`src/ptm_pkg.sv`:
```
package ptm_pkg;
  localparam int ADDR_W = 8;
  localparam int DATA_W = 8;
  localparam logic [ADDR_W-1:0] OFS_FLAGS = 8'h0C;
  localparam logic [ADDR_W-1:0] OFS_COUNTER = 8'h11;
  localparam logic [ADDR_W-1:0] OFS_CONTROL = 8'h12;
  localparam logic [ADDR_W-1:0] OFS_IRQ_EN = 8'h8C;
  localparam logic [ADDR_W-1:0] OFS_PERIOD = 8'h92;
  localparam logic [DATA_W-1:0] RST_FLAGS = 8'h00;
  localparam logic [DATA_W-1:0] RST_COUNTER = 8'h00;
  localparam logic [DATA_W-1:0] RST_CONTROL = 8'h00;
  localparam logic [DATA_W-1:0] RST_IRQ_EN = 8'h00;
  localparam logic [DATA_W-1:0] RST_PERIOD = 8'hFF;
  localparam int CTL_PRE_LSB = 0;
  localparam int CTL_RUN_BIT = 2;
  localparam int CTL_POST_LSB = 3;
  localparam int FLAG_MATCH_BIT = 1;
  localparam logic [DATA_W-1:0] CTL_WMASK = 8'h7F;
  localparam logic [1:0] PRE_DIV1 = 2'h0;
  localparam logic [1:0] PRE_DIV4 = 2'h1;
  localparam logic [3:0] PRE_LAST_DIV1 = 4'h0;
  localparam logic [3:0] PRE_LAST_DIV4 = 4'h3;
  localparam logic [3:0] PRE_LAST_DIV16 = 4'hF;
  localparam int ICLK_DIV = 4;

  typedef struct packed {
    logic [ADDR_W-1:0] addr;
    logic [DATA_W-1:0] wdata;
    logic wr;
    logic rd;
  } ptm_bus_s;
endpackage
```
`src/ptm_period_timer.sv`:
```
// The strobed register port was chosen for this implementation.
`timescale 1ns/1ps
// Functional notes
// - 8-bit counter, software read/write, reset zero
// - count to period, then wrap zero
// - period register read/write, resets all ones
// - match drives 4-bit postscaler, sets flag bit1
// - postscale ratio is field plus one
// - run bit gates counting
// - counter/control writes and reset clear scalers
// - control write keeps counter value
// - raw match offered to serial port
// - raw match offered as pwm time base
// - control bit7 reads zero, others reset zero
module ptm_period_timer (
  input wire logic sys_clk,
  input wire logic rst,
  input wire ptm_pkg::ptm_bus_s bus,
  output logic [ptm_pkg::DATA_W-1:0] rdata,
  output logic irq,
  output logic ssp_match_tick,
  output logic pwm_match_tick
);
  import ptm_pkg::*;

  // free-running instruction clock phase
  logic [1:0] iclk_ff;
  logic [1:0] nxt_iclk;
  // scaler counters
  logic [3:0] pre_ff;
  logic [3:0] nxt_pre;
  logic [3:0] post_ff;
  logic [3:0] nxt_post;
  // software visible registers
  logic [DATA_W-1:0] cnt_ff;
  logic [DATA_W-1:0] nxt_cnt;
  logic [DATA_W-1:0] ctl_ff;
  logic [DATA_W-1:0] nxt_ctl;
  logic [DATA_W-1:0] per_ff;
  logic [DATA_W-1:0] nxt_per;
  logic [DATA_W-1:0] flags_ff;
  logic [DATA_W-1:0] nxt_flags;
  logic [DATA_W-1:0] ien_ff;
  logic [DATA_W-1:0] nxt_ien;
  // registered outputs
  logic [DATA_W-1:0] rdata_ff;
  logic [DATA_W-1:0] nxt_rdata;
  logic irq_ff;
  logic nxt_irq;
  logic match_ff;
  logic nxt_match;

  // address decode, one hit per register
  wire hit_cnt = (bus.addr == OFS_COUNTER);
  wire hit_ctl = (bus.addr == OFS_CONTROL);
  wire hit_per = (bus.addr == OFS_PERIOD);
  wire hit_flg = (bus.addr == OFS_FLAGS);
  wire hit_ien = (bus.addr == OFS_IRQ_EN);
  wire hit_any = hit_cnt || hit_ctl || hit_per || hit_flg || hit_ien;
  wire wr_cnt = bus.wr && hit_cnt;
  wire wr_ctl = bus.wr && hit_ctl;
  wire wr_per = bus.wr && hit_per;
  wire wr_flg = bus.wr && hit_flg;
  wire wr_ien = bus.wr && hit_ien;

  // control fields
  wire [1:0] pre_sel = ctl_ff[CTL_PRE_LSB +: 2];
  wire [3:0] post_sel = ctl_ff[CTL_POST_LSB +: 4];
  wire run = ctl_ff[CTL_RUN_BIT];
  // upper bit set selects 16 regardless of lower bit
  wire [3:0] pre_last = (pre_sel == PRE_DIV1) ? PRE_LAST_DIV1 :
                        (pre_sel == PRE_DIV4) ? PRE_LAST_DIV4 : PRE_LAST_DIV16;

  // instruction clock is one sys_clk in four, as the core's own phase
  // the phase is never cleared, so a control write does not shift it
  wire iclk_tick = (iclk_ff == 2'(ICLK_DIV - 1));
  wire pre_wrap = (pre_ff == pre_last);
  wire pre_tick = run && iclk_tick && pre_wrap;
  wire at_period = (cnt_ff == per_ff);
  // a counter write in the same cycle wins and suppresses the match
  wire match = pre_tick && at_period && !wr_cnt;
  wire post_done = match && (post_ff == post_sel);
  wire scaler_clr = wr_cnt || wr_ctl;
  wire [DATA_W-1:0] flag_set = DATA_W'(post_done) << FLAG_MATCH_BIT;
  wire [DATA_W-1:0] irq_sel = DATA_W'(1) << FLAG_MATCH_BIT;

  assign nxt_iclk = iclk_ff + 2'h1;

  always_comb begin
    if (wr_cnt) begin
      nxt_cnt = bus.wdata;
    end else if (!pre_tick) begin
      nxt_cnt = cnt_ff;
    end else if (at_period) begin
      nxt_cnt = RST_COUNTER;
    end else begin
      nxt_cnt = cnt_ff + 8'h01;
    end
  end

  // prescaler is held at zero while stopped to save toggling
  always_comb begin
    if (scaler_clr || !run) begin
      nxt_pre = 4'h0;
    end else if (!iclk_tick) begin
      nxt_pre = pre_ff;
    end else if (pre_wrap) begin
      nxt_pre = 4'h0;
    end else begin
      nxt_pre = pre_ff + 4'h1;
    end
  end

  always_comb begin
    if (scaler_clr) begin
      nxt_post = 4'h0;
    end else if (!match) begin
      nxt_post = post_ff;
    end else if (post_done) begin
      nxt_post = 4'h0;
    end else begin
      nxt_post = post_ff + 4'h1;
    end
  end

  always_comb begin
    if (wr_ctl) begin
      nxt_ctl = bus.wdata & CTL_WMASK;
    end else begin
      nxt_ctl = ctl_ff;
    end
  end

  always_comb begin
    if (wr_per) begin
      nxt_per = bus.wdata;
    end else begin
      nxt_per = per_ff;
    end
  end

  always_comb begin
    if (wr_ien) begin
      nxt_ien = bus.wdata;
    end else begin
      nxt_ien = ien_ff;
    end
  end

  // per flag bit: a hardware set beats a same-cycle software clear
  for (genvar b = 0; b < DATA_W; b++) begin : g_flag
    wire sw_bit = wr_flg ? bus.wdata[b] : flags_ff[b];
    assign nxt_flags[b] = sw_bit | flag_set[b];
  end

  // irq follows the next flag and enable values, so it drops with the write
  assign nxt_irq = |(nxt_flags & nxt_ien & irq_sel);
  assign nxt_match = match;

  // unmapped offsets read as zero; reads have no side effects
  wire [DATA_W-1:0] rd_cnt = hit_cnt ? cnt_ff : 8'h00;
  wire [DATA_W-1:0] rd_ctl = hit_ctl ? (ctl_ff & CTL_WMASK) : 8'h00;
  wire [DATA_W-1:0] rd_per = hit_per ? per_ff : 8'h00;
  wire [DATA_W-1:0] rd_flg = hit_flg ? flags_ff : 8'h00;
  wire [DATA_W-1:0] rd_ien = hit_ien ? ien_ff : 8'h00;
  wire [DATA_W-1:0] rd_mux = rd_cnt | rd_ctl | rd_per | rd_flg | rd_ien;
  assign nxt_rdata = (bus.rd && hit_any) ? rd_mux : 8'h00;

  always_ff @(posedge sys_clk or posedge rst) begin
    if (rst) begin
      iclk_ff <= 2'h0;
    end else begin
      iclk_ff <= nxt_iclk;
    end
  end

  always_ff @(posedge sys_clk or posedge rst) begin
    if (rst) begin
      pre_ff <= 4'h0;
    end else begin
      pre_ff <= nxt_pre;
    end
  end

  always_ff @(posedge sys_clk or posedge rst) begin
    if (rst) begin
      post_ff <= 4'h0;
    end else begin
      post_ff <= nxt_post;
    end
  end

  always_ff @(posedge sys_clk or posedge rst) begin
    if (rst) begin
      cnt_ff <= RST_COUNTER;
    end else begin
      cnt_ff <= nxt_cnt;
    end
  end

  always_ff @(posedge sys_clk or posedge rst) begin
    if (rst) begin
      ctl_ff <= RST_CONTROL;
    end else begin
      ctl_ff <= nxt_ctl;
    end
  end

  always_ff @(posedge sys_clk or posedge rst) begin
    if (rst) begin
      per_ff <= RST_PERIOD;
    end else begin
      per_ff <= nxt_per;
    end
  end

  always_ff @(posedge sys_clk or posedge rst) begin
    if (rst) begin
      flags_ff <= RST_FLAGS;
    end else begin
      flags_ff <= nxt_flags;
    end
  end

  always_ff @(posedge sys_clk or posedge rst) begin
    if (rst) begin
      ien_ff <= RST_IRQ_EN;
    end else begin
      ien_ff <= nxt_ien;
    end
  end

  always_ff @(posedge sys_clk or posedge rst) begin
    if (rst) begin
      rdata_ff <= 8'h00;
    end else begin
      rdata_ff <= nxt_rdata;
    end
  end

  always_ff @(posedge sys_clk or posedge rst) begin
    if (rst) begin
      irq_ff <= 1'b0;
    end else begin
      irq_ff <= nxt_irq;
    end
  end

  always_ff @(posedge sys_clk or posedge rst) begin
    if (rst) begin
      match_ff <= 1'b0;
    end else begin
      match_ff <= nxt_match;
    end
  end

  assign rdata = rdata_ff;
  assign irq = irq_ff;
  assign ssp_match_tick = match_ff;
  assign pwm_match_tick = match_ff;
endmodule // ptm_period_timer

```
`config.mk`:
```
export PLATFORM = sky130hd
export DESIGN_NAME = ptm_period_timer
export DESIGN_NICKNAME = d
export VERILOG_FILES = /design/src/ptm_pkg.sv /design/src/ptm_period_timer.sv
export SDC_FILE = /design/constraint.sdc
export NUM_CORES = 1
export LEC_CHECK = 0
export ABC_AREA = 1
export BUFFER_PORTS_ARGS = -buffer_cell sky130_fd_sc_hd__buf_4
export CORE_ASPECT_RATIO = 0.5
export CORE_UTILIZATION = 40
export DETAILED_ROUTE_END_ITERATION = 6
export GPL_TIMING_DRIVEN = 0
export PLACE_DENSITY = 0.59
export SLEW_MARGIN = 20
export SYNTH_ARGS = -nofsm -noshare
export SYNTH_HDL_FRONTEND = slang
export SYNTH_SLANG_ARGS = --single-unit
```
`constraint.sdc`:
```
create_clock -name sys_clk -period 2.5 [get_ports sys_clk]
set_clock_uncertainty 0.15 [all_clocks]
set_input_delay 0.25 -clock sys_clk [delete_from_list [all_inputs] [get_ports sys_clk]]
set_output_delay 0.25 -clock sys_clk [all_outputs]
set_load 0.02 [all_outputs]
```
# --- Word level (Yosys, flattened, before mapping) ---
# Cells that the tools add are included.
op_classes:
  n_addsub: 4
  eq_ne: 10
  muxes: 26
  n_bitwise: 6
  n_reduce_logical: 23
op_table:
  columns: ["op", "count"]
  rows:
  - ["8-bit 2-to-1 mux", 9]
  - ["4-bit 2-to-1 mux", 8]
  - ["8-bit OR", 3]
  - ["8-bit by 5-bit equality test with 1-bit output, second input constant", 2]
  - ["8-bit equality test, second input constant", 2]
  - ["1-bit logical AND", 11]
  - ["4-bit by 1-bit adder with 4-bit output, second input constant", 2]
  - ["8-bit by 1-bit adder with 8-bit output, second input constant", 1]
  - ["4-bit equality test", 2]
  - ["8-bit by 4-bit equality test with 1-bit output, second input constant", 1]
  - ["8-bit equality test", 1]
  - ["1-bit 2-to-1 mux", 8]
  - ["8-bit by 7-bit OR with 8-bit output", 1]
  - ["7-bit 2-to-1 mux", 1]
  - ["1-bit logical OR", 6]
  - ["2-bit nonzero test", 3]
  - ["2-bit by 1-bit adder with 2-bit output, second input constant", 1]
  - ["2-bit AND", 1]
  - ["2-bit by 1-bit equality test with 1-bit output, second input constant", 1]
  - ["2-bit equality test, second input constant", 1]
  - ["1-bit logical NOT", 2]
  - ["2-bit logical NOT", 1]
  - ["1-bit OR", 1]
word_totals:
  reg_bits: 59
  in_bits: 20
  output_inout_bits: 11
  elab_cells: 80

# --- Depth between registers and ports, before layout ---
# Gate-level depths: netlist (run 1).
logic_depth:
  ltp_word: 11
  depth_mapped: 12
  mapped_depth_nobuf: 12

# --- Least setup slack after synthesis (run 1) ---
# OpenSTA, ideal clock, no wires.
synth_timing:
  path_kind: "register to register"
  startpoint: "register per_ff[0]"
  endpoint: "register irq_ff, in the netlist irq"
  setup_ns: 0.073
  t_arrival_ns: 1.234
  required_time_ns: 2.277
  path_slack_ns: 1.043
  stages_incl_launch_ff: 8
  n_path_buf: 0
  synth_period_minus_slack_ns: 1.457
  path_cell_list: "dfstp_2 -> xnor2_1 -> nand2_1 -> nor2_1 -> nand3_2 -> nor2_2 -> nand2_1 -> a21oi_2"
synth_via:
  elab_chain_cells: 6
synth_lines:
  columns: ["element", "line_no", "source"]
  rows:
  - ["from (decl)", "ptm_period_timer.sv:39", "logic [DATA_W-1:0] per_ff;"]
  - ["from (signal assigned)", "ptm_period_timer.sv:213", "per_ff <= nxt_per;"]
  - ["8-bit equality test", "ptm_period_timer.sv:79", "wire at_period = (cnt_ff == per_ff);"]
  - ["1-bit logical AND (2 in a row)", "ptm_period_timer.sv:81", "wire match = pre_tick && at_period && !wr_cnt;"]
  - ["via match", "ptm_period_timer.sv:81", null]
  - ["1-bit logical AND", "ptm_period_timer.sv:82", "wire post_done = match && (post_ff == post_sel);"]
  - ["1-bit OR", "ptm_period_timer.sv:153", "assign nxt_flags[b] = sw_bit | flag_set[b];"]
  - ["2-bit AND", "ptm_period_timer.sv:157", "assign nxt_irq = |(nxt_flags & nxt_ien & irq_sel);"]
  - ["via nxt_irq", "ptm_period_timer.sv:49", "logic nxt_irq;"]
  - ["to (signal assigned)", "ptm_period_timer.sv:245", "irq_ff <= nxt_irq;"]
  - ["to (decl)", "ptm_period_timer.sv:48", "logic irq_ff;"]
# The timed path passes the listed nets, and every way through them passes these cells.
# A chain may end at the register's enable or synchronous reset.

# --- Worst setup path after layout (run 1) ---
layout_timing:
  startpoint: "register pre_ff[2]"
  endpoint: "register cnt_ff[1]"
layout_via:
  elab_chain_cells: 3
layout_lines:
  columns: ["element", "line_no", "source"]
  rows:
  - ["from (decl)", "ptm_period_timer.sv:30", "logic [3:0] pre_ff;"]
  - ["from (signal assigned)", "ptm_period_timer.sv:181", "pre_ff <= nxt_pre;"]
  - ["4-bit equality test", "ptm_period_timer.sv:77", "wire pre_wrap = (pre_ff == pre_last);"]
  - ["1-bit logical AND", "ptm_period_timer.sv:78", "wire pre_tick = run && iclk_tick && pre_wrap;"]
  - ["2-bit nonzero test (no source line)", null, null]
  - ["to (signal assigned)", "ptm_period_timer.sv:197", "cnt_ff <= nxt_cnt;"]
  - ["to (decl)", "ptm_period_timer.sv:35", "logic [DATA_W-1:0] cnt_ff;"]
# No other way between the ends.

==> impl_results.md, run 1 <==
- Post-synth EDFFs: 0
- Diode count: 0
- CP endpoint kind: register
- Cells after Synth: approximately 400
- Detailed Route WL: slightly below 8000 um
- Post-route ant nets: 0
- FF-to-FF Start: pre_ff[2]$_DFFE_PP0P_
- CP startpoint: pre_ff[2]$_DFFE_PP0P_
- Critical path data arrival time: about 2.0 ns
- Ys flop type: dfrtp_1
- Initial Utilization: roughly 43%
- CTS tree: yes
- Buffers & Inverters on Critical Path: 2
- Unrepaired setup endpoints after global routing: false
- Syn avg cell area: 8.31 sq um
- Clk_lat worst skew: 0.33 ns
- H-tree levels: 3
- Max Buffers Root-to-Sink: 2
- Slew headroom: 68.4%
- Critical path's slowest cell: dfrtp_1
- Grt ovf: 0
- Final period utilization: 73.9%
- Drt pass-1 iters: 5
- Post-synth top area cell: dfrtp_1
- Setup bufs post-CTS: 0
- Post-synthesis sequential area ratio: 45.6%
- Drt wl/cell: 13.9 um
- Critical Path RT: about 2.6 ns
- Worst IR Drop VDD: ~350 uV
- Vias in the first global route: approximately 2700
- Largest net degree at the start of global routing: 54
- Total power: 2.52 mW
- Die H: 65.8 um
- Antenna violations before repair: 0
- Endpoints failing setup: 0
- Core area: approximately 7600 sq um
- Reg clk slew, reported paths: 0.05 ns
- Share of cells above drive strength 1: roughly a quarter
- Crit-path leading delay family: simple AND/OR/NAND/NOR gates
- First-pass GRT wire length: ~13000 um
- Synth async-reset ratio: 100%
- Flops & latches, synth: just under 60
- CP Class: reg2reg
- Layout filler cell count: ~730
- Placer Congestion: 0.850
- Dpl ws: a little under 0.7 ns
- Commonest cells in the netlist: nand2_1, dfrtp_1, inv_1
- Root buf cell: clkbuf_16
- Worst Hold Class: in2reg
- Post-Synthesis Cell Area: 3260 sq um
- Area of the die: ~8500 sq um
- Final net count: around 460
- Worst Tran Pin Value: around 0.47 ns
- Routed vias/inst: 5.00
- Via count: 2767
- Syn_nets: ~420
- Number of buffers created by CTS: 9
- Boundary Pins: 31
- Total Routing Usage GR: roughly a fifth
- Drt initial violations: about 180
- Hold_sp: bus[3]
- Register Area: 1490 sq um
- F_max: roughly 0.54 GHz
- Slew Limit Fails: 0
- Most common cell in the netlist: nand2_1
- Buffers added on ports: 30
- FP Rows: 22
- Largest stage delay on the critical path: roughly 0.42 ns
- Status: finished clean
- Final worst slack: roughly 0.65 ns
- Leakage Power: approximately 2 nW
- Worst path most repeated cell: nand2_1
- Multi-input logic area: 1510 sq um
- Crit-path cells: inv_1 > nand3_1 > nand2_1 > nand2_1 > nor2_2 > inv_1 > nor2_1 > nand2_1 > nand3_1
- Synth Warn #: 0
- Startpoint Class: register
- Pwr per Cell Area: between 600 and 700 nW/um^2
- Crit path time final: 1.85 ns
- DP Wirelength: approximately 5800 um
- DRC Markers: 0
- Die width: roughly 130 um
- Maximum fanout along the worst path: 4
- Max-cap violations: 0
- Clock Sinks: 59
- Top post-synthesis cells by area: dfrtp_1, nand2_1, dfstp_2
- Post-synth top area share: between 30 and 40%
- Synth cell types: 33
- Count of final hold-check violations: 0
- Area growth, synth to finish: 23.0%
-- stage by stage --
stage	cells	setup TNS, ns	utilization [%]	cell area [sq um]	hold slack, ns
after floorplan	392	0	-	3260	0.217
after CTS	553	0	52.7	4010	0.0312
after global routing	553	0	52.7	4010	0.0369
after detailed placement	531	0	48.0	3650	0.000829
final	553	0	52.7	4010	0.0357
after global placement	530	-6.54	47.6	3620	0.264
-- repair_timing --
item / in CTS / in global routing
resized for setup: 0 / 0
hold buffers: 6 / 0
endpoints found under the hold margin: 56 / 0
-- report_power, final --
group          switching [mW]  leakage [nW]  total [mW]  internal [mW]
registers              0.0397         0.780        1.04           1.00
clock network           0.405         0.147        1.23          0.823
logic                   0.151          1.05       0.251         0.0999
total                   0.596          1.97        2.52           1.93
-- cells in the final DEF (no fill, tap or decap), types with 6 or more instances in the layout --
master,n
nand2_1,115
dfrtp_1,51
inv_1,41
buf_4,31
nand3_1,30
nor2_1,21
o21ai_2,17
o21ai_0,17
o21ai_1,13
clkbuf_16,9
xnor2_1,8
xor2_1,8
dfstp_2,8
a21oi_1,6
dlygate4sd3_1,6
-- worst register-to-register path, stage by stage (launching register included) --
cell and delay, ns:
dfrtp_1 0.42, inv_1 0.12, nand3_1 0.08, nand2_1 0.08, nand2_1 0.11, nor2_2 0.19
inv_1 0.12, nor2_1 0.32, nand2_1 0.11, nand3_1 0.09
-- final timing paths --
| kind | end | slack [ns] | cells after the start |
|---|---|---|---|
| setup reg to reg | cnt_ff[1]$_DFFE_PP0P_ | 0.65 | 9 |
| hold reg to reg | iclk_ff[0]$_DFF_PP0_ | 0.28 | 1 |
| min in group asynchronous | pre_ff[0]$_DFFE_PP0P_ | 0.22 | 3 |
| max in group asynchronous | per_ff[0]$_DFFE_PP1P_ | 1.45 | 4 |
| setup / recovery | cnt_ff[1]$_DFFE_PP0P_ | 0.65 | 9 |
| hold / removal | cnt_ff[1]$_DFFE_PP0P_ | 0.04 | 3 |
-- flip-flops by register name, summed over array words and instances (netlist names), named ones only --
name	count
irq	1
rdata	8
cnt_ff	8
pre_ff	4
pwm_match_tick	1
flags_ff	7
post_ff	4
iclk_ff	2
per_ff	8
ctl_ff	7
ien_ff	7
-- area by class of cell --
cell class | count | area share [%]
buffer | 7 | 1.72
clock buffer | 14 | 6.59
clock inverter | 2 | 0.874
inverter | 49 | 4.78
multi-input combinational | 277 | 37.8
sequential | 59 | 37.1
tap | 108 | 3.37
timing repair buffer | 37 | 7.81
-- cells by family after synthesis --
group	after synthesis	share of synthesized area, %
xor+xnor	16	4.30
simple gates	198	29.1
compound gates	59	11.5
buf+inv	56	7.91
flops	59	45.6
fa+ha+maj	4	1.54
-- layer usage --
layer	wire length, um	track usage [%]	share of wire, %
met1	3770	27.6	49
met5	0	0	0
met2	3390	32.0	44
met3	478	6.23	6.2
met4	71	6.69	0.92
Note: power is estimated with default switching activity, not from simulation.
==> run 2: changes to the inputs <==
--- a/config.mk
+++ b/config.mk
@@ -5,7 +5,7 @@
 export SDC_FILE = /design/constraint.sdc
 export NUM_CORES = 1
 export LEC_CHECK = 0
-export ABC_AREA = 1
+export ABC_AREA = 0
 export BUFFER_PORTS_ARGS = -buffer_cell sky130_fd_sc_hd__buf_4
 export CORE_ASPECT_RATIO = 0.5
 export CORE_UTILIZATION = 40
==> constraint.sdc (replaced) <==
create_clock -name sys_clk -period 1.8 [get_ports sys_clk]
set_clock_uncertainty 0.15 [all_clocks]
set_input_delay 0.18 -clock sys_clk [delete_from_list [all_inputs] [get_ports sys_clk]]
set_output_delay 0.18 -clock sys_clk [all_outputs]
set_load 0.02 [all_outputs]
==> run 2 against run 1 <==
Effect of this change: the run now ends with setup timing left; final cell count decreased by 20%; critical endpoint is now irq$_DFF_PP0_; count of clock-buffer cells in the layout is 3 lower; non-clock buffer count is 17 higher; utilization rose by 2.7 points; critical path type unchanged; fmax decreased by 11%; sequential power grew 43%; worst hold slack gained 0.10 ns; flip-flop and latch count is the same; die area down 1.5%; power up 52%.
==> impl_results.md, run 2 <==
- Clock Sinks: 59 (unchanged)
- Failing checks: setup timing
- Most common cell in the netlist: dfrtp_1 (was nand2_1)
- Synth async-reset ratio: 100% (unchanged)
- Area growth, synth to finish: 30.4% (was 23.0%)
- Antenna violations before repair: 0 (unchanged)
- Top post-synthesis cells by area: dfrtp_1, mux2_2, dfstp_2 (was dfrtp_1, nand2_1, dfstp_2)
- Most frequent cells in the layout: dfrtp_1, buf_4, mux2_2, nand2_1, nor2_1 (was nand2_1, dfrtp_1, inv_1, buf_4, nand3_1)
- Syn_nets: 297 (was 416)
- Register Area: 1490 sq um (about the same)
- Final worst slack: -0.267 ns (was 0.653 ns)
- Gate power share: 9.6% (was 9.9%)
- Endpoints failing setup: 15 (was 0)
- Via count: 2464 (was 2767)
- Post-synthesis mux area share: 15.1% (was 0%)
- Die H: 65.3 um (was 65.8 um)
- Slew Limit Fails: 0 (unchanged)
- Core area: 7540 sq um (was 7600 sq um)
- Critical Path RT: 1.90 ns (was 2.61 ns)
- Final period utilization: 115% (was 73.9%)
- Clk_lat worst skew: 0.33 ns (about the same)
- Cells after Synth: 273 (was 392)
- Worst Tran Pin Value: 0.636 ns (was 0.473 ns)
- Post-synthesis xor/xnor area fraction: 3.28% (was 4.30%)
- Routed vias/inst: 5.56 (was 5.00)
- Synth Area in Adders: 1.56% (was 1.54%)
- DRC Markers: 0 (unchanged)
- Switching power: 864 uW (was 596 uW)
- Reg clk slew, reported paths: 0.05 ns (about the same)
- CP Class: reg2reg (unchanged)
- Post-Synth Simple-Gate Area: 17.7% (was 29.1%)
- Post-Synthesis Cell Area: 3210 sq um (was 3260 sq um)
- Slew headroom: 57.4% (was 68.4%)
- Boundary Pins: 31 (unchanged)
- Worst IR Drop VDD: 485 uV (was 345 uV)
- Clock power frac: 51.6% (was 48.7%)
- Status: finished with violations (was finished clean)
- Drt wl/cell: 18.0 um (was 13.9 um)
- Startpoint Class: register (unchanged)
- Number of buffers created by CTS: 9 (unchanged)
- Maximum fanout along the worst path: 3 (was 4)
- Total power: 3.83 mW (was 2.52 mW)
- Detailed Route WL: 7980 um (was 7710 um)
- Area after DPL: 3600 sq um (was 3650 sq um)
- Unrepaired setup endpoints after global routing: true (was false)
- Layout filler cell count: 653 (was 731)
- Compound-Gate Fraction of Synth Area: 12.8% (was 11.5%)
- Post-route ant nets: 0 (unchanged)
- Switching Fraction: 22.5% (was 23.6%)
- Largest net degree at the start of global routing: 33 (was 54)
- Commonest cells in the netlist: dfrtp_1, mux2_2, nand2_1 (was nand2_1, dfrtp_1, inv_1)
- Max-cap violations: 0 (unchanged)
- DP Wirelength: 5640 um (was 5850 um)
- Internal power: 2.97 mW (was 1.93 mW)
- Dpl ws: -0.343 ns (was 0.673 ns)
- CP endpoint kind: register (unchanged)
- Syn avg cell area: 11.7 sq um (was 8.31 sq um)
- Grt ovf: 0 (unchanged)
- Post-synthesis sequential area ratio: 46.4% (was 45.6%)
- Pwr per Cell Area: 917 nW/um^2 (was 630 nW/um^2)
- CTS tree: yes (unchanged)
- Critical path data arrival time: 2.17 ns (was 1.96 ns)
- Final instance area: 4180 sq um (was 4010 sq um)
- Placer Congestion: 0.842 (was 0.850)
- Post-synth EDFFs: 0 (unchanged)
- First-pass GRT wire length: 13000 um (was 12900 um)
- Initial Utilization: 42.5% (was 42.9%)
- Flops & latches, synth: 59 (unchanged)
- Drt initial violations: 157 (was 181)
- Synth Warn #: 0 (unchanged)
- Diode count: 0 (unchanged)
- Drt pass-1 iters: 5 (unchanged)
- Vias in the first global route: 2476 (was 2668)
- Placed Instances: 411 (was 531)
- Multi-input logic area: 1700 sq um (was 1510 sq um)
- H-tree levels: 3 (unchanged)
- Post-synth top area cell: dfrtp_1 (unchanged)
- Total negative slack: -2.83 ns (was 0 ns)
- Fin util: 55.4% (was 52.7%)
- Most common cell after layout, fill and taps aside: dfrtp_1 (was nand2_1)
- Area of the die: 8400 sq um (was 8530 sq um)
- Largest family of logic cells by synthesized area: simple AND/OR/NAND/NOR gates (unchanged)
- Crit path time final: 2.07 ns (was 1.85 ns)
- Sequential power share: 38.8% (was 41.4%)
- Buffers added on ports: 29 (was 30)
- Share of cells above drive strength 1: 42.1% (was 24.5%)
- Ys flop type: dfrtp_1 (unchanged)
- Non-filler instance count after layout: 443 (was 553)
- Leakage Power: 1.84 nW (was 1.97 nW)
- Worst Hold Class: in2reg (unchanged)
- Count of final hold-check violations: 0 (unchanged)
- FP Rows: 22 (unchanged)
- Hold WS: 0.138 ns (was 0.0357 ns)
- Total Routing Usage GR: 21.1% (was 20.6%)
- Synth cell types: 60 (was 33)
- Max Buffers Root-to-Sink: 2 (unchanged)
- Die width: 129 um (was 130 um)
- Root buf cell: clkbuf_16 (unchanged)
- F_max: 0.484 GHz (was 0.541 GHz)
- Final net count: 354 (was 464)
- Post-synth top area share: 39.8% (was 39.2%)
==> run 2: kinds of logic (layout without fill, tap and decap cells) <==
family          count (synthesis)  count (layout)
flops                          59              59
fa+ha+maj                       4               4
mux                            40              40
compound gates                 56              56
buf+inv                        18              80
xor+xnor                       12              12
simple gates                   84              84
==> run 2: cell type report <==
class	count	area share [%]
tap	108	3.23
timing repair buffer	47	9.37
clock inverter	5	2.39
inverter	3	0.329
buffer	14	2.57
clock buffer	11	5.81
multi-input combinational	196	40.7
sequential	59	35.6
==> run 2: power by group through the flow <==
stage | sequential (mW) | clock, mW | combinational (mW)
finish | 1.49 | 1.98 | 0.367
global route | 1.50 | 2.08 | 0.408
CTS | 1.48 | 2.02 | 0.365
detailed placement | 1.51 | 0 | 0.345
global placement | 1.50 | 0 | 0.326
floorplan | 1.48 | 0 | 0.232
==> run 2: worst max-delay path, stage by stage (launching register included) <==
cell      delay [ns]
dfstp_2         0.55
xor2_1          0.09
nor4_2          0.35
nand2_1         0.18
or4_4           0.53
a21boi_2        0.14
==> run 2: worst paths after layout <==
| check | slack, ns | from | cells past startpoint | endpoint |
|---|---|---|---|---|
| setup / recovery | -0.27 | per_ff[0]$_DFFE_PP1P_ | 5 | irq$_DFF_PP0_ |
| hold / removal | 0.14 | bus[0] | 3 | rdata[4]$_DFF_PP0_ |
| setup reg to reg | -0.27 | per_ff[0]$_DFFE_PP1P_ | 5 | irq$_DFF_PP0_ |
| hold reg to reg | 0.35 | flags_ff[7]$_DFFE_PP0N_ | 1 | flags_ff[7]$_DFFE_PP0N_ |
| max in group asynchronous | 0.70 | rst | 4 | per_ff[1]$_DFFE_PP1P_ |
| min in group asynchronous | 0.24 | rst | 3 | pwm_match_tick$_DFF_PP0_ |
==> run 2: repair_timing <==
item,in CTS,in global routing
setup buffers,1,6
gates resized for setup,5,22
endpoints found under the hold margin,61,0
cloned,0,1
pin swaps,2,13
hold buffers,9,0
setup endpoints to repair,15,41
==> run 2: layer usage <==
layer  wire length, um  global-route usage [%]  vias to the layer above
met3               423                    6.68                        8
met2              3440                    30.5                       68
met5                 0                       0                        -
met1              4020                    29.3                     1228
li1                  -                       -                     1160
met4                94                    8.38                        0
